File: config.mk
export PLATFORM = sky130hd
export DESIGN_NAME = clock_ratio_strap_decoder
export DESIGN_NICKNAME = d
export VERILOG_FILES = /design/src/hw/strap_pkg.sv /design/src/hw/strap_if.sv /design/src/hw/ratio_decode.sv /design/src/hw/clock_ratio_strap_decoder.sv
export VERILOG_INCLUDE_DIRS = /design/src /design/src/hw
export SDC_FILE = /design/constraint.sdc
export NUM_CORES = 1
export LEC_CHECK = 0
export BUFFER_PORTS_ARGS = -buffer_cell sky130_fd_sc_hd__buf_4
export CORE_MARGIN = 2
export CORE_UTILIZATION = 41
export DETAILED_ROUTE_END_ITERATION = 10
export SKIP_LAST_GASP = 1
export SLEW_MARGIN = 5
export SYNTH_ARGS = -nofsm -noshare
export SYNTH_HDL_FRONTEND = slang
export SYNTH_SLANG_ARGS = --single-unit
File: constraint.sdc
create_clock -name clock -period 3.8 [get_ports clock]
set_input_delay 0.38 -clock clock [delete_from_list [all_inputs] [get_ports clock]]
set_output_delay 0.38 -clock clock [all_outputs]
set_load 0.02 [all_outputs]
File: src/hw/strap_regs.svh
/*
 * Offsets, field positions, reset values and strap codes of the
 * clock ratio strap decoder.
 * Assumes inclusion by bare name from the design files.
 */
`ifndef STRAP_REGS_SVH
`define STRAP_REGS_SVH

// register byte offsets
`define STATUS_ADDR      8'h00
`define CONTROL_ADDR     8'h04
`define TICKS_ADDR       8'h08

// status fields
`define ST_PLAT_CODE_LSB 0
`define ST_CORE_CODE_LSB 4
`define ST_PCI64_BIT     6
`define ST_VALID_BIT     7
`define ST_UNSUP_BIT     8
`define ST_PLAT_MULT_LSB 16
`define ST_CORE_HALF_LSB 24

// control fields and reset value
`define CTL_TICK_EN_BIT  0
`define CTL_RESET        1'b0

// platform ratio strap codes with a ratio
`define PLAT_CODE_16     4'h0
`define PLAT_CODE_2      4'h2
`define PLAT_CODE_6      4'h6
`define PLAT_CODE_8      4'h8
`define PLAT_CODE_9      4'h9
`define PLAT_CODE_10     4'ha
`define PLAT_CODE_12     4'hc
`define PLAT_MULT_16     5'h10
`define PLAT_MULT_12     5'h0c
`define PLAT_MULT_NONE   5'h00

// core ratio in half steps: 4/2, 5/2, 6/2, 7/2
`define CORE_HALF_00     3'h4
`define CORE_HALF_01     3'h5
`define CORE_HALF_10     3'h6
`define CORE_HALF_11     3'h7

`endif

File: src/hw/strap_pkg.sv
/*
 * Types shared by the strap decoder modules.
 * Assumes the constants header is compiled alongside.
 */
package strap_pkg;
	typedef logic [3:0] plat_code_type;
	typedef logic [1:0] core_code_type;
	typedef logic [4:0] plat_mult_type;
	typedef logic [2:0] core_half_type;
	typedef enum logic [1:0] {st_wait, st_capture, st_locked} capture_state_type;
endpackage

File: src/hw/strap_if.sv
/*
 * Carries captured strap codes to the ratio decoder and its results back.
 * Assumes one decoder and one user on the same clock.
 */
`timescale 1ns/1ps
`default_nettype none
interface strap_if;
	strap_pkg::plat_code_type plat_code;
	strap_pkg::core_code_type core_code;
	strap_pkg::plat_mult_type plat_mult;
	strap_pkg::core_half_type core_half;
	logic                     unsupported;

	modport decoder (input plat_code, input core_code,
		output plat_mult, output core_half, output unsupported);
	modport user (output plat_code, output core_code,
		input plat_mult, input core_half, input unsupported);
endinterface
`default_nettype wire

File: src/hw/ratio_decode.sv
/*
 * Pure decode of captured strap codes into clock ratios.
 * Assumes its codes come from stable capture registers.
 */
`timescale 1ns/1ps
`default_nettype none
`include "strap_regs.svh"
module ratio_decode (
	// codes in, ratios out
	strap_if.decoder port
);
	always_comb begin
		port.unsupported = 1'b0;
		case (port.plat_code)
			`PLAT_CODE_16: port.plat_mult = `PLAT_MULT_16;
			`PLAT_CODE_8, `PLAT_CODE_9, `PLAT_CODE_10:
				port.plat_mult = {1'b0, port.plat_code};
			`PLAT_CODE_12: port.plat_mult = `PLAT_MULT_12;
			default: begin
				if (port.plat_code >= `PLAT_CODE_2 && port.plat_code <= `PLAT_CODE_6) begin
					port.plat_mult = {1'b0, port.plat_code};
				end else begin
					// reserved codes give no ratio at all
					port.plat_mult   = `PLAT_MULT_NONE;
					port.unsupported = 1'b1;
				end
			end
		endcase
	end

	always_comb begin
		case (port.core_code)
			2'b00:   port.core_half = `CORE_HALF_00;
			2'b01:   port.core_half = `CORE_HALF_01;
			2'b10:   port.core_half = `CORE_HALF_10;
			default: port.core_half = `CORE_HALF_11;
		endcase
	end
endmodule // ratio_decode
`default_nettype wire

File: src/hw/clock_ratio_strap_decoder.sv
/*
 * Reset-time strap capture and clock ratio decode, with a Wishbone
 * classic register slave and a system-clock reference tick.
 * Assumes clock is the platform clock and all pins are synchronous to it.
 */
// The placing of the registers and register access over Wishbone were left to the implementer.
`timescale 1ns/1ps
`default_nettype none
`include "strap_regs.svh"
module clock_ratio_strap_decoder (
	// clock and reset
	input  wire logic        clock,
	input  wire logic        sys_rst,
	// hard reset pin
	input  wire logic        hard_reset_n,
	// strap pins
	input  wire logic [3:0]  platform_ratio_strap,
	input  wire logic        core_ratio_strap_high,
	input  wire logic        core_ratio_strap_low,
	input  wire logic        pci_width_strap,
	// pin control
	output logic             cfg_pullup_en,
	output logic             cfg_ready_out,
	output logic             cfg_ready_oe,
	// decoded ratios
	output logic [4:0]       platform_mult,
	output logic [2:0]       core_half_ratio,
	output logic             ratio_unsupported,
	output logic             pci_64bit,
	output logic             ratios_valid,
	output logic             sys_ref_tick,
	// wishbone slave
	input  wire logic [7:0]  wb_adr_i,
	input  wire logic [31:0] wb_dat_i,
	input  wire logic [3:0]  wb_sel_i,
	input  wire logic        wb_we_i,
	input  wire logic        wb_stb_i,
	input  wire logic        wb_cyc_i,
	output logic [31:0]      wb_dat_o,
	output logic             wb_ack_o
);
	strap_if dec_if ();

	// capture state
	strap_pkg::capture_state_type state_r;
	strap_pkg::capture_state_type state_nxt;
	strap_pkg::plat_code_type     plat_code_r;
	strap_pkg::plat_code_type     plat_code_nxt;
	strap_pkg::core_code_type     core_code_r;
	strap_pkg::core_code_type     core_code_nxt;
	logic                         pci64_r;
	logic                         pci64_nxt;
	logic                         valid_r;
	logic                         valid_nxt;

	// pin control state
	logic                         pullup_r;
	logic                         pullup_nxt;
	logic                         ready_r;
	logic                         ready_nxt;
	logic                         oe_r;
	logic                         oe_nxt;

	// decoded outputs
	strap_pkg::plat_mult_type     mult_r;
	strap_pkg::plat_mult_type     mult_nxt;
	strap_pkg::core_half_type     half_r;
	strap_pkg::core_half_type     half_nxt;
	logic                         unsup_r;
	logic                         unsup_nxt;

	// reference tick divider
	logic                         tick_en_r;
	logic                         tick_en_nxt;
	logic [4:0]                   div_r;
	logic [4:0]                   div_nxt;
	logic                         tick_r;
	logic                         tick_nxt;
	logic [31:0]                  ticks_r;
	logic [31:0]                  ticks_nxt;
	logic                         tick_run;

	// bus state
	logic [31:0]                  rdata_r;
	logic [31:0]                  rdata_nxt;
	logic                         ack_r;
	logic                         ack_nxt;
	logic                         bus_req;

	assign dec_if.plat_code = plat_code_r;
	assign dec_if.core_code = core_code_r;

	ratio_decode u_decode (
		.port (dec_if.decoder)
	);

	always_comb begin
		state_nxt     = state_r;
		plat_code_nxt = plat_code_r;
		core_code_nxt = core_code_r;
		pci64_nxt     = pci64_r;
		valid_nxt     = valid_r;
		case (state_r)
			strap_pkg::st_wait: begin
				// nothing to trust until the pin shows a reset
				if (!hard_reset_n) begin
					state_nxt = strap_pkg::st_capture;
				end
			end
			strap_pkg::st_capture: begin
				// keep sampling; the sample taken on the clock that sees release wins
				plat_code_nxt = platform_ratio_strap;
				core_code_nxt = {core_ratio_strap_high, core_ratio_strap_low};
				pci64_nxt     = ~pci_width_strap;
				valid_nxt     = 1'b0;
				if (hard_reset_n) begin
					state_nxt = strap_pkg::st_locked;
					valid_nxt = 1'b1;
				end
			end
			strap_pkg::st_locked: begin
				// straps ignored here; only a new hard reset recaptures
				if (!hard_reset_n) begin
					state_nxt = strap_pkg::st_capture;
				end
			end
			default: begin
				// an illegal state waits for a fresh hard reset
				state_nxt = strap_pkg::st_wait;
			end
		endcase
	end

	always_ff @(posedge clock) begin
		if (sys_rst) begin
			state_r     <= strap_pkg::st_wait;
			plat_code_r <= 4'h0;
			core_code_r <= 2'h0;
			pci64_r     <= 1'b0;
			valid_r     <= 1'b0;
		end else begin
			state_r     <= state_nxt;
			plat_code_r <= plat_code_nxt;
			core_code_r <= core_code_nxt;
			pci64_r     <= pci64_nxt;
			valid_r     <= valid_nxt;
		end
	end

	always_comb begin
		// pull-up follows reset; lags the pin by one clock
		pullup_nxt = ~hard_reset_n;
		ready_nxt  = valid_nxt;
		// ready pin stays driven, reset included, so the board never sees it float
		oe_nxt     = 1'b1;
	end

	always_ff @(posedge clock) begin
		if (sys_rst) begin
			pullup_r <= 1'b1;
			ready_r  <= 1'b0;
			oe_r     <= 1'b1;
		end else begin
			pullup_r <= pullup_nxt;
			ready_r  <= ready_nxt;
			oe_r     <= oe_nxt;
		end
	end

	always_comb begin
		// registered so the pins never show decoder glitches
		mult_nxt  = dec_if.plat_mult;
		half_nxt  = dec_if.core_half;
		unsup_nxt = dec_if.unsupported;
	end

	always_ff @(posedge clock) begin
		if (sys_rst) begin
			mult_r  <= 5'h00;
			half_r  <= 3'h0;
			unsup_r <= 1'b0;
		end else begin
			mult_r  <= mult_nxt;
			half_r  <= half_nxt;
			unsup_r <= unsup_nxt;
		end
	end

	// divider step, shared by the compare and the count
	function automatic strap_pkg::plat_mult_type div_step(input strap_pkg::plat_mult_type d);
		return d + 5'h01;
	endfunction

	// a reserved ratio has no period to count, so the divider stays parked
	assign tick_run = tick_en_r & valid_r & ~unsup_r;

	always_comb begin
		div_nxt   = div_r;
		tick_nxt  = 1'b0;
		ticks_nxt = ticks_r;
		// no tick without a locked, supported ratio
		if (!tick_run) begin
			div_nxt = 5'h00;
		end else if (div_step(div_r) >= mult_r) begin
			// platform clock runs mult times the system input clock
			div_nxt   = 5'h00;
			tick_nxt  = 1'b1;
			// count wraps silently after 2^32 pulses
			ticks_nxt = ticks_r + 32'h00000001;
		end else begin
			div_nxt = div_step(div_r);
		end
	end

	always_ff @(posedge clock) begin
		if (sys_rst) begin
			div_r   <= 5'h00;
			tick_r  <= 1'b0;
			ticks_r <= 32'h00000000;
		end else begin
			div_r   <= div_nxt;
			tick_r  <= tick_nxt;
			ticks_r <= ticks_nxt;
		end
	end

	// ack blocks a second take while the master still holds the same request
	assign bus_req = wb_cyc_i & wb_stb_i & ~ack_r;

	always_comb begin
		ack_nxt     = bus_req;
		rdata_nxt   = rdata_r;
		tick_en_nxt = tick_en_r;
		// read data moves only on a taken request and holds until the next
		if (bus_req) begin
			rdata_nxt = 32'h00000000;
			case (wb_adr_i)
				`STATUS_ADDR: begin
					rdata_nxt[`ST_PLAT_CODE_LSB +: 4] = plat_code_r;
					rdata_nxt[`ST_CORE_CODE_LSB +: 2] = core_code_r;
					rdata_nxt[`ST_PCI64_BIT]          = pci64_r;
					rdata_nxt[`ST_VALID_BIT]          = valid_r;
					rdata_nxt[`ST_UNSUP_BIT]          = unsup_r;
					rdata_nxt[`ST_PLAT_MULT_LSB +: 5] = mult_r;
					rdata_nxt[`ST_CORE_HALF_LSB +: 3] = half_r;
				end
				`CONTROL_ADDR: begin
					rdata_nxt[`CTL_TICK_EN_BIT] = tick_en_r;
					if (wb_we_i && wb_sel_i[0]) begin
						tick_en_nxt = wb_dat_i[`CTL_TICK_EN_BIT];
					end
				end
				`TICKS_ADDR: begin
					rdata_nxt = ticks_r;
				end
				default: begin
					// unmapped: acknowledged, reads zero, writes dropped
					rdata_nxt = 32'h00000000;
				end
			endcase
		end
	end

	always_ff @(posedge clock) begin
		if (sys_rst) begin
			ack_r     <= 1'b0;
			rdata_r   <= 32'h00000000;
			tick_en_r <= `CTL_RESET;
		end else begin
			ack_r     <= ack_nxt;
			rdata_r   <= rdata_nxt;
			tick_en_r <= tick_en_nxt;
		end
	end

	// every output below is a plain flop
	assign cfg_pullup_en     = pullup_r;
	assign cfg_ready_out     = ready_r;
	assign cfg_ready_oe      = oe_r;
	assign platform_mult     = mult_r;
	assign core_half_ratio   = half_r;
	assign ratio_unsupported = unsup_r;
	assign pci_64bit         = pci64_r;
	assign ratios_valid      = valid_r;
	assign sys_ref_tick      = tick_r;
	assign wb_dat_o          = rdata_r;
	assign wb_ack_o          = ack_r;
endmodule // clock_ratio_strap_decoder
`default_nettype wire

# Yosys cells after proc, flatten, opt, wreduce, memory -nomap -nowiden
# Cells that the tools add are included.
# Widths: inputs -> output; s select.
[totals]
ramBits = 0
latch_bits = 0
out_inout_bits = 48
elab_cells = 71
romBits = 0
regBits = 92
memories = 0
input_bits = 57
[op_classes]
n_bitwise = 9
n_lt_le_gt_ge = 3
shifts = 0
n_eq_ne = 12
add_sub_neg = 2
muxes = 16
div = 0
n_reduce_logical = 14
n_mul = 0
[ops]
columns = ["cell", "count"]
rows = [
  ["$add 32x1->32 const B", 1],
  ["$eq 4x4->1 const B", 4],
  ["$pmux 8 s2", 1],
  ["$pmux 5 s3", 1],
  ["$pmux 5 s2", 1],
  ["$eq 8x3->1 const B", 1],
  ["$eq 8x4->1 const B", 1],
  ["$logic_not 8->1", 1],
  ["$mux 7", 1],
  ["$pmux 2 s3", 1],
  ["$pmux 3 s2", 1],
  ["$reduce_or 3->1", 2],
  ["$reduce_or 6->1", 1],
  ["$add 5x1->5 const B", 1],
  ["$ge 5x5->1", 1],
  ["$mux 5", 1],
  ["$not 1->1", 5],
  ["$and 1x1->1", 4],
  ["$eq 2x1->1 const B", 2],
  ["$eq 2x2->1 const B", 2],
  ["$ge 4x2->1 const B", 1],
  ["$le 4x3->1 const B", 1],
  ["$logic_not 2->1", 2],
  ["$logic_not 4->1", 1],
  ["other kinds (11)", 18],
]

# Depth between registers and ports, before layout
# Gate-level depths: netlist of the first run.
[depth]
ltp_word = 4
mapped_depth = 11
mapped_depth_nobuf = 9

# Cells and area by module
# Synthesis of the first run repeated with hierarchy kept, for this count alone.
[hier_totals]
hier_cells = 478
area_unflattened_um2 = 4115.2
[modules_own_cells]
columns = ["module", "seq_area_each_um2", "cells_per_inst", "instances", "area_per_inst_um2"]
rows = [
  ["clock_ratio_strap_decoder", 1841.8, 456, 1, 3955.0],
  ["ratio_decode", 0.0, 22, 1, 160.2],
]

# Worst setup path before layout of the first run
# OpenSTA, ideal clock, no wires.
[synth_path]
kind = "register to register"
from = "reg div_r[0]"
to = "reg ticks_r[29]"
arrival_ps = 2294
setup_time_ps = 121
setup_slack_ps = 1385
path_buffers = 1
synth_period_minus_slack_ps = 2415
required_time_ps = 3679
path_stages_with_launch = 11
path_cell_list = "dfxtp_1 ha_1 nand3_1 xnor2_1 ha_1 nand2_1 or2_0 o22a_1 clkbuf_1 nor4_1 mux2_2"
[synth_between]
elab_chain_cells = 3
[synth_rtl]
columns = ["element", "line", "rtl"]
rows = [
  ["start, declared", "clock_ratio_strap_decoder.sv:75", "logic [4:0] div_r;"],
  ["start signal, assigned", "clock_ratio_strap_decoder.sv:221", "div_r <= div_nxt;"],
  ["$add 5x1->5", "clock_ratio_strap_decoder.sv:191", "return d + 5'h01;"],
  ["$ge 5x5->1", "clock_ratio_strap_decoder.sv:204", "end else if (div_step(div_r) >= mult_r) begin"],
  ["$reduce_and 2->1 (no line)", "n/a", ""],
  ["end signal, assigned", "clock_ratio_strap_decoder.sv:223", "ticks_r <= ticks_nxt;"],
  ["end, declared", "clock_ratio_strap_decoder.sv:79", "logic [31:0] ticks_r;"],
]
# Every way passes these cells.
# A chain may end at the register's enable or synchronous reset.

# Worst setup path after layout of the first run
# Same ends and word-level chain as after synthesis.

==> results.sh, run 1 <==
export IMPL_outcome="finished, final reports clean"
export IMPL_vias_per_cell=5.40
export IMPL_holdWs_ns=0.185
export IMPL_drv_cap=0
export IMPL_synthArstFlopShare=0
export IMPL_die_w_um=104
export IMPL_core_area_mm2=0.00968
export IMPL_fin_cells=656
export IMPL_routabilityCongestion=0.791
export IMPL_worst_pin_slew_ns=0.908
export IMPL_netlist_area_mm2=0.00407
export IMPL_synth_top_family_by_area="simple AND/OR/NAND/NOR gates"
export IMPL_synth_compound_area_frac=0.166
export IMPL_start_util=0.420
export IMPL_overflow=0
export IMPL_fin_util=0.498
export IMPL_drive_gt1_frac=0.208
export IMPL_synthXorXnorAreaFrac=0.00862
export IMPL_cts_tree="done"
export IMPL_final_hold_viol_count=0
export IMPL_synth_edf_count=0
export IMPL_worstPathArrival_ns=3.13
export IMPL_clk_path_buf_depth=2
export IMPL_drc=0
export IMPL_nFillCells=943
export IMPL_area_delta_synth_final_pct=18.6
export IMPL_grt_pass1_wl_mm=16.3
export IMPL_first_pass_iters=4
export IMPL_clk_pin_slew_worst_paths_ns=0.09
export IMPL_syn_avg_cell_area_um2=8.69
export IMPL_portBuffers=69
export IMPL_synth_seq_area_share=0.453
export IMPL_ys_types=49
export IMPL_cts_sinks=92
export IMPL_clk_latency_ns=0.36
export IMPL_die_h_um=104
export IMPL_synthAdderAreaFrac=0.0289
export IMPL_cts_buffers=9
export IMPL_endpoint_kind="flip-flop"
export IMPL_postCtsSetupRepairBufs=0
export IMPL_place_inst=640
export IMPL_synth_simple_area_share=0.251
export IMPL_die_area_mm2=0.0107
export IMPL_antenna_found_initial=0
export IMPL_wl_per_cell_um=15.1
export IMPL_finalSetupViolCount=0
export IMPL_worst_path_max_fanout=37
export IMPL_worstPathRequired_ns=4.05
export IMPL_final_max_slew_viol_count=0
export IMPL_grt_max_degree=89
export IMPL_worstSetupPathType="reg2reg"
export IMPL_ir_worst_vdd_v=0.000183
export IMPL_maxSlewHeadroom=0.395
export IMPL_grt_pass1_vias=3290
export IMPL_ys_ff_latch=92
export IMPL_dpl_hpwl_mm=6.64
export IMPL_seq_area_mm2=0.00184
export IMPL_cts_hold_fix_buffers=0
export IMPL_ant_nets=0
export IMPL_post_route_period_util=0.758
export IMPL_rows=36
export IMPL_cts_root_buffer="clkbuf_8"
export IMPL_startpoint_type="flip-flop"
export IMPL_multi_input_area_mm2=0.00204
export IMPL_grt_total_usage=0.188
export IMPL_fin_nets=582
export IMPL_routed_wl_mm=9.93
export IMPL_rsz0062_at_grt="false"
export IMPL_clock_fmax_mhz=347
export IMPL_via_count=3544
export IMPL_skew_ns=0.0112
export IMPL_antennaDiodeCount=0
export IMPL_synth_warnings=0
export IMPL_place_area_mm2=0.00465
export IMPL_r2r_slack_ns=0.92
export IMPL_hold_class="in2reg"
export IMPL_finalCriticalPeriod_ns=2.88
export IMPL_synth_ff_type="dfxtp_1"
export IMPL_setup_tns_final_ns=0
export IMPL_muxShareOfSynthArea=0.0462
export IMPL_power_density_mw_per_mm2=348
export IMPL_ios=105
export IMPL_cts_resized_gates=0
export IMPL_syn_num_nets=532
export IMPL_dr_first_iter_drc_count=128
export IMPL_power_leakage_nw=1.75
export IMPL_final_area_mm2=0.00482
export IMPL_syn_inst=468
export IMPL_htreeDepth=3
## critical path, stage by stage, from the launching register on
cell	delay, ns
dfxtp_1	0.38
ha_1	0.19
nand3_1	0.11
xnor2_1	0.16
ha_1	0.30
nand2_1	0.06
or2_0	0.19
o22a_1	0.37
buf_12	0.26
nor4_1	0.36
mux2_2	0.37
## cell families (layout without fill, tap and decap cells)
group                    count (synthesis)  after routing
AND/OR/NAND/NOR                        188            188
AO/OA/AOI/OAI                          110            110
flip-flops                              92             92
buffers and inverters                   46            101
multiplexers                            17             17
adder cells (fa/ha/maj)                 10             10
XOR/XNOR                                 4              4
other                                    1              1
## where the power goes
group          total (mW)  switching (mW)  internal, mW
Clock               0.592           0.338         0.254
Sequential          0.984          0.0106         0.973
Combinational       0.103          0.0624        0.0406
## flip-flops by register name (all words and copies together), names as in the netlist, 2 cells and up
| name | cells |
|---|---|
| ticks_r | 32 |
| wb_dat_o | 32 |
| div_r | 5 |
| platform_mult | 5 |
| dec_if.plat_code | 4 |
| core_half_ratio | 3 |
| core_code_r | 2 |
| state_r | 2 |
## cells in the mapped netlist, drive strengths merged, types with 8 or more instances
master,count,share of area
buf,8,0.011
inv,11,0.010
o31ai,12,0.022
mux2,14,0.039
dfxtp,92,0.45
nand2,65,0.060
nor2b,9,0.014
a22oi,18,0.033
a21oi,51,0.063
nand3,15,0.018
nor2,32,0.030
o21ai,15,0.018
nand4,11,0.021
clkbuf,27,0.025
or3,10,0.015
or4,13,0.025
## cell type report
cell class                      instances  area share
Timing Repair Buffer                   74       0.118
Inverter                               11     0.00856
Multi-Input combinational cell        330       0.422
Clock buffer                           12      0.0301
Tap cell                              133      0.0345
Clock inverter                          4     0.00519
Sequential cell                        92       0.382
## worst paths after layout
path | start | end | cells after the start
worst max-delay path | div_r[0] | ticks_r[29] | 10
worst min-delay path | pci_width_strap | pci_64bit | 2
worst max register to register | div_r[0] | ticks_r[29] | 10
worst min register to register | wb_dat_o[27] | wb_dat_o[27] | 2
## metal layers
| metal | GRT usage | wire length (um) |
|---|---|---|
| met2 | 0.308 | 4820 |
| met4 | 0.0936 | 176 |
| met3 | 0.0315 | 331 |
| met1 | 0.239 | 4600 |
| met5 | 0 | 0 |
## cells in the final DEF, fill, tap and decap left out, types with 2 or more instances in the layout
cell type and n:
dfxtp_1 92, buf_4 73, nand2_1 65, a21oi_1 51
nor2_1 32, a22oi_1 18, nand3_1 15, o21ai_0 15
mux2_2 14, o31ai_1 12, or4_1 12, inv_1 11
nand4_1 10, or3_1 10, clkbuf_8 10, nor2b_1 9
ha_1 7, o41ai_1 6, nand4bb_1 4, nor3b_1 4
nand2b_1 3, and3_1 3, nand4b_1 3, mux2i_1 3
maj3_1 3, nor3_1 3, nor4_1 3, xor2_1 2
xnor2_1 2, nand3b_1 2, and4_1 2, nor4_4 2
a211oi_1 2, clkinvlp_4 2, clkbuf_1 2, clkinv_2 2
## per-stage QoR
| stage | worst slack (ns) | power (mW) |
|---|---|---|
| detailed placement | 0.957 | 1.11 |
| CTS | 0.916 | 1.70 |
| finish | 0.918 | 1.68 |
| global placement | 0.978 | 1.11 |
| global route | 0.713 | 1.75 |
| floorplan | 1.39 | 1.06 |
Power figures use the tool's default switching activity.
==> run 2, diff against run 1 <==
- PLACE_DENSITY: default -> 0.67
- clock period: 3.8 -> 2.4 ns (I/O delays scaled with it)
==> run 2 against run 1 <==
Net effect: the flow now finishes with violations (negative setup slack); cell count is 3.5% higher; critical path type unchanged; combinational power is 67% higher; total power is 66% higher; sequential power is 59% higher; largest cell class unchanged; die area stayed put; clock power is 79% higher.
==> results.sh, run 2 (same netlist as run 1, synthesis figures left out) <==
export IMPL_outcome="complete, but fails checks"
export IMPL_violations="negative setup slack"
export IMPL_swShare=0.247
export IMPL_area_delta_synth_final_pct=32.8
export IMPL_top_usage_layer="met2"
export IMPL_rsz0062_at_grt="true"
export IMPL_pwr_share_comb=0.062
export IMPL_startpoint_type="flip-flop"
export IMPL_die_w_um=104
export IMPL_cts_hold_fix_buffers=0
export IMPL_vias_per_cell=5.49
export IMPL_maxSlewHeadroom=0.608
export IMPL_dr_first_iter_drc_count=191
export IMPL_cts_sinks=92
export IMPL_dpl_hpwl_mm=7.00
export IMPL_hold_class="in2reg"
export IMPL_worst_path_max_fanout=8
export IMPL_layout_common_cells="90 x dfxtp_1, 89 x buf_4, 65 x nand2_1"
export IMPL_ant_nets=0
export IMPL_post_route_period_util=1.02
export IMPL_cts_root_buffer="clkbuf_8"
export IMPL_clock_fmax_mhz=409
export IMPL_final_area_mm2=0.00540
export IMPL_antennaDiodeCount=0
export IMPL_clk_path_buf_depth=2
export IMPL_p_int_mw=2.10
export IMPL_via_count=3729
export IMPL_worst_pin_slew_ns=0.588
export IMPL_pre_cts_ws_ns=-0.0845
export IMPL_htreeDepth=3
export IMPL_use_met3=0.0334
export IMPL_final_hold_viol_count=0
export IMPL_cts_tree="done"
export IMPL_grt_pass1_wl_mm=17.0
export IMPL_skew_ns=0.0104
export IMPL_first_pass_iters=4
export IMPL_layout_commonest_cell="dfxtp_1"
export IMPL_setup_tns_final_ns=-0.168
export IMPL_worstSetupPathType="reg2reg"
export IMPL_routabilityCongestion=0.838
export IMPL_grt_pass1_vias=3529
export IMPL_antenna_found_initial=0
export IMPL_use_met2=0.323
export IMPL_worstPathArrival_ns=2.73
export IMPL_wl_per_cell_um=16.1
export IMPL_start_util=0.420
export IMPL_power_leakage_nw=1.99
export IMPL_power_density_mw_per_mm2=517
export IMPL_drc=0
export IMPL_routed_wl_mm=11.0
export IMPL_p_clk_frac=0.380
export IMPL_ios=105
export IMPL_p_seq_frac=0.558
export IMPL_fin_nets=605
export IMPL_rows=36
export IMPL_endpoint_kind="flip-flop"
export IMPL_setup_slack_ns=-0.0477
export IMPL_ir_worst_vdd_v=0.000302
export IMPL_drive_gt1_frac=0.330
export IMPL_p_switching_mw=0.688
export IMPL_die_area_mm2=0.0107
export IMPL_final_max_slew_viol_count=0
export IMPL_finalCriticalPeriod_ns=2.45
export IMPL_core_area_mm2=0.00968
export IMPL_clk_pin_slew_worst_paths_ns=0.10
export IMPL_cts_buffers=9
export IMPL_fin_util=0.558
export IMPL_finalSetupViolCount=8
export IMPL_overflow=0
export IMPL_clk_latency_ns=0.35
export IMPL_drv_cap=0
export IMPL_portBuffers=69
export IMPL_grt_max_degree=48
export IMPL_gr_usage_met1=0.243
export IMPL_place_area_mm2=0.00476
export IMPL_worstPathRequired_ns=2.68
export IMPL_grt_total_usage=0.191
export IMPL_die_h_um=104
-- run 2: cell types whose count changed in the layout (fill, tap and decap cells not counted), moves of 4 or more --
cell and delta:
or4_1 -10, o41ai_1 -6, or4_4 +10, buf_4 +16, a21oi_2 +13, a21oi_1 -13, o31ai_1 -7, o31ai_2 +5
o41ai_2 +4
-- run 2: layer usage --
layer | wire (um) | up-vias
li1 | - | 1828
met1 | 4650 | 1789
met2 | 5600 | 103
met3 | 586 | 9
met4 | 119 | 0
met5 | 0 | -
-- run 2: power groups by stage --
stage	Clock, mW	Sequential (mW)	Combinational (mW)
after global routing	1.15	1.56	0.189
final	1.06	1.56	0.172
after CTS	1.08	1.56	0.171
after detailed placement	0	1.59	0.171
after floorplan	0	1.60	0.0894
after global placement	0	1.59	0.167
-- run 2: repair_timing --
item,CTS,global route
pin swaps,2,50
setup buffers,4,3
endpoints found under the setup margin,15,26
gates resized for setup,7,54
cloned,0,4
-- run 2: layout make-up --
cell class	count	area, um^2
fill	877	4280
multi-input combinational	330	2330
sequential	92	1840
timing repair buffer	97	817
tap	133	166
clock buffer	10	128
clock inverter	6	71.3
inverter	11	41.3
-- run 2: path summary, 6_finish.rpt --
check                   from            to  slack (ns)  cells after the start
min reg2reg     wb_dat_o[10]  wb_dat_o[10]        0.45                      2
max reg2reg         div_r[1]    ticks_r[7]       -0.05                     10
max                 div_r[1]    ticks_r[7]       -0.05                     10
min          pci_width_strap     pci_64bit        0.05                      2
-- run 2: critical path, cell delays in order (launching register included) --
cell and delay (ns):
dfxtp_2 0.36, ha_4 0.16, nand3_4 0.08, xnor2_2 0.15
ha_1 0.29, nand2_1 0.06, or2_1 0.23, o22a_4 0.25
buf_12 0.16, or4_4 0.48, a21oi_2 0.15
-- run 2: per-stage QoR --
| step | instances | power, mW | hold WS [ns] |
|---|---|---|---|
| detailed placement | 652 | 1.76 | 0.425 |
| floorplan | 468 | 1.69 | 0.313 |
| finish | 679 | 2.79 | 0.0537 |
| global placement | 652 | 1.76 | 0.419 |
| CTS | 672 | 2.81 | 0.0438 |
| global route | 679 | 2.90 | 0.0369 |
==> run 3, diff against run 2 <==
- PLACE_DENSITY: 0.67 -> default
- clock period: 2.4 -> 2.6 ns (I/O delays scaled with it)
==> run 3 against run 2 <==
Net effect: the run now ends clean; routed wire length shrank 8.5%; critical path depth is the same; final area shrank 8.9%; via count shrank 2.9%; first-iteration DRC count shrank 26%; cell count shrank 2.2%; global-route usage shrank 0.53 points; worst hold slack gained 0.0058 ns; total power shrank 10%.
==> results.sh, run 3 (same netlist as run 1, synthesis figures left out) <==
export IMPL_drv_cap=0
export IMPL_dr_first_iter_drc_count=141
export IMPL_overflow=0
export IMPL_ir_worst_vdd_v=0.000315
export IMPL_rows=36
export IMPL_hold_class="in2reg"
export IMPL_portBuffers=69
export IMPL_core_area_mm2=0.00968
export IMPL_dpl_hpwl_mm=6.91
export IMPL_fin_nets=590
export IMPL_grt_pass1_vias=3275
export IMPL_slowest_delay_ns=0.36
export IMPL_via_count=3619
export IMPL_worstPathArrival_ns=2.75
export IMPL_layout_commonest_cell="dfxtp_1"
export IMPL_cts_hold_fix_buffers=0
export IMPL_gr_usage_met1=0.251
export IMPL_drive_gt1_frac=0.230
export IMPL_worst_path_max_fanout=40
export IMPL_postCtsSetupRepairBufs=0
export IMPL_cts_buffers=9
export IMPL_die_area_mm2=0.0107
export IMPL_ant_nets=0
export IMPL_routed_wl_mm=10.0
export IMPL_wl_per_cell_um=15.1
export IMPL_cp_common_cell="ha_1"
export IMPL_cts_sinks=92
export IMPL_use_met3=0.0315
export IMPL_endpoint_kind="flip-flop"
export IMPL_die_h_um=104
export IMPL_finalCriticalPeriod_ns=2.50
export IMPL_first_pass_iters=4
export IMPL_layout_common_cells="92 x dfxtp_1, 81 x buf_4, 65 x nand2_1"
export IMPL_holdWs_ns=0.0595
export IMPL_maxSlewHeadroom=0.535
export IMPL_antennaDiodeCount=0
export IMPL_skew_ns=0.00901
export IMPL_power_leakage_nw=1.80
export IMPL_clock_fmax_mhz=400
export IMPL_place_inst=648
export IMPL_grt_pass1_wl_mm=16.4
export IMPL_routabilityCongestion=0.807
export IMPL_vias_per_cell=5.45
export IMPL_cts_root_buffer="clkbuf_8"
export IMPL_clk_pin_slew_worst_paths_ns=0.09
export IMPL_top_usage_layer="met2"
export IMPL_post_route_period_util=0.961
export IMPL_use_met2=0.302
export IMPL_clk_latency_ns=0.36
export IMPL_start_util=0.420
export IMPL_startpoint_type="flip-flop"
export IMPL_fin_cells=664
export IMPL_worst_pin_slew_ns=0.698
export IMPL_cpMaxStageDelayCell="mux2_2"
export IMPL_ios=105
export IMPL_worstSetupPathType="reg2reg"
export IMPL_pre_cts_ws_ns=0.0753
export IMPL_die_w_um=104
export IMPL_grt_max_degree=68
export IMPL_area_delta_synth_final_pct=21.0
export IMPL_finalSetupViolCount=0
export IMPL_htreeDepth=3
export IMPL_path_cells="ha_1, nand3_1, xnor2_1, ha_1, nand2_1, or2_0, o22a_1, buf_12, nor4_2, mux2_2"
export IMPL_final_max_slew_viol_count=0
export IMPL_final_hold_viol_count=0
export IMPL_outcome="finished, final reports clean"
export IMPL_grt_total_usage=0.186
export IMPL_worstPathRequired_ns=2.86
export IMPL_power_density_mw_per_mm2=511
export IMPL_antenna_found_initial=0
export IMPL_setup_slack_ns=0.102
export IMPL_drc=0
export IMPL_rsz0062_at_grt="true"
export IMPL_cts_tree="done"
export IMPL_clk_path_buf_depth=2
-- run 3: changes by cell type in the layout (fill, tap and decap cells not counted), sizes merged --
cell,previous run,this run
buf,94,82
bufinv,1,0
clkbuf,13,11
clkinv,1,2
clkinvlp,2,3
inv,13,11
-- run 3: repair_timing --
item / CTS / global route
gates resized for setup: 0 / 3
hold endpoints to repair: 0 / 0
endpoints found under the setup margin: 0 / 3
-- run 3: final timing paths --
| kind | cells past startpoint | start | to | slack [ns] |
|---|---|---|---|---|
| max | 10 | div_r[1] | ticks_r[27] | 0.10 |
| min | 2 | pci_width_strap | pci_64bit | 0.06 |
| max reg2reg | 10 | div_r[1] | ticks_r[27] | 0.10 |
| min reg2reg | 2 | wb_dat_o[23] | wb_dat_o[23] | 0.45 |
-- run 3: worst max-delay path: cells and delay by family, from the launching register on --
kind	cells	cell delay [ns]
fa+ha+maj	2	0.48
compound gates	1	0.20
flops	1	0.35
buf+inv	1	0.18
mux	1	0.36
simple gates	4	0.66
xor+xnor	1	0.15
-- run 3: area by class of cell --
cell class	count	area [um^2]
Clock buffer	11	151
Clock inverter	5	36.3
Fill cell	952	4770
Inverter	11	41.3
Multi-Input combinational cell	330	2050
Sequential cell	92	1840
Tap cell	133	166
Timing Repair Buffer	82	628
-- run 3: per-stage QoR --
step | cell area (um^2) | setup TNS (ns) | util | power (mW)
floorplan | 4070 | 0 | - | 1.56
global placement | 4710 | 0 | 0.487 | 1.62
detailed placement | 4710 | 0 | 0.487 | 1.63
CTS | 4900 | 0 | 0.506 | 2.53
global route | 4920 | -0.0194 | 0.508 | 2.63
finish | 4920 | 0 | 0.508 | 2.51
-- run 3: report_power, final --
group / leakage [nW] / internal (mW) / switching [mW]
sequential: 0.744 / 1.42 / 0.0153
combinational: 0.967 / 0.0623 / 0.0931
clock: 0.0876 / 0.400 / 0.518
-- run 3: metal layers --
metal | share of wire | wire length [um] | vias up
met2 | 0.48 | 4800 | 78
met3 | 0.039 | 389 | 8
met5 | 0 | 0 | -
met4 | 0.0099 | 99 | 0
li1 | - | - | 1805
met1 | 0.47 | 4740 | 1728
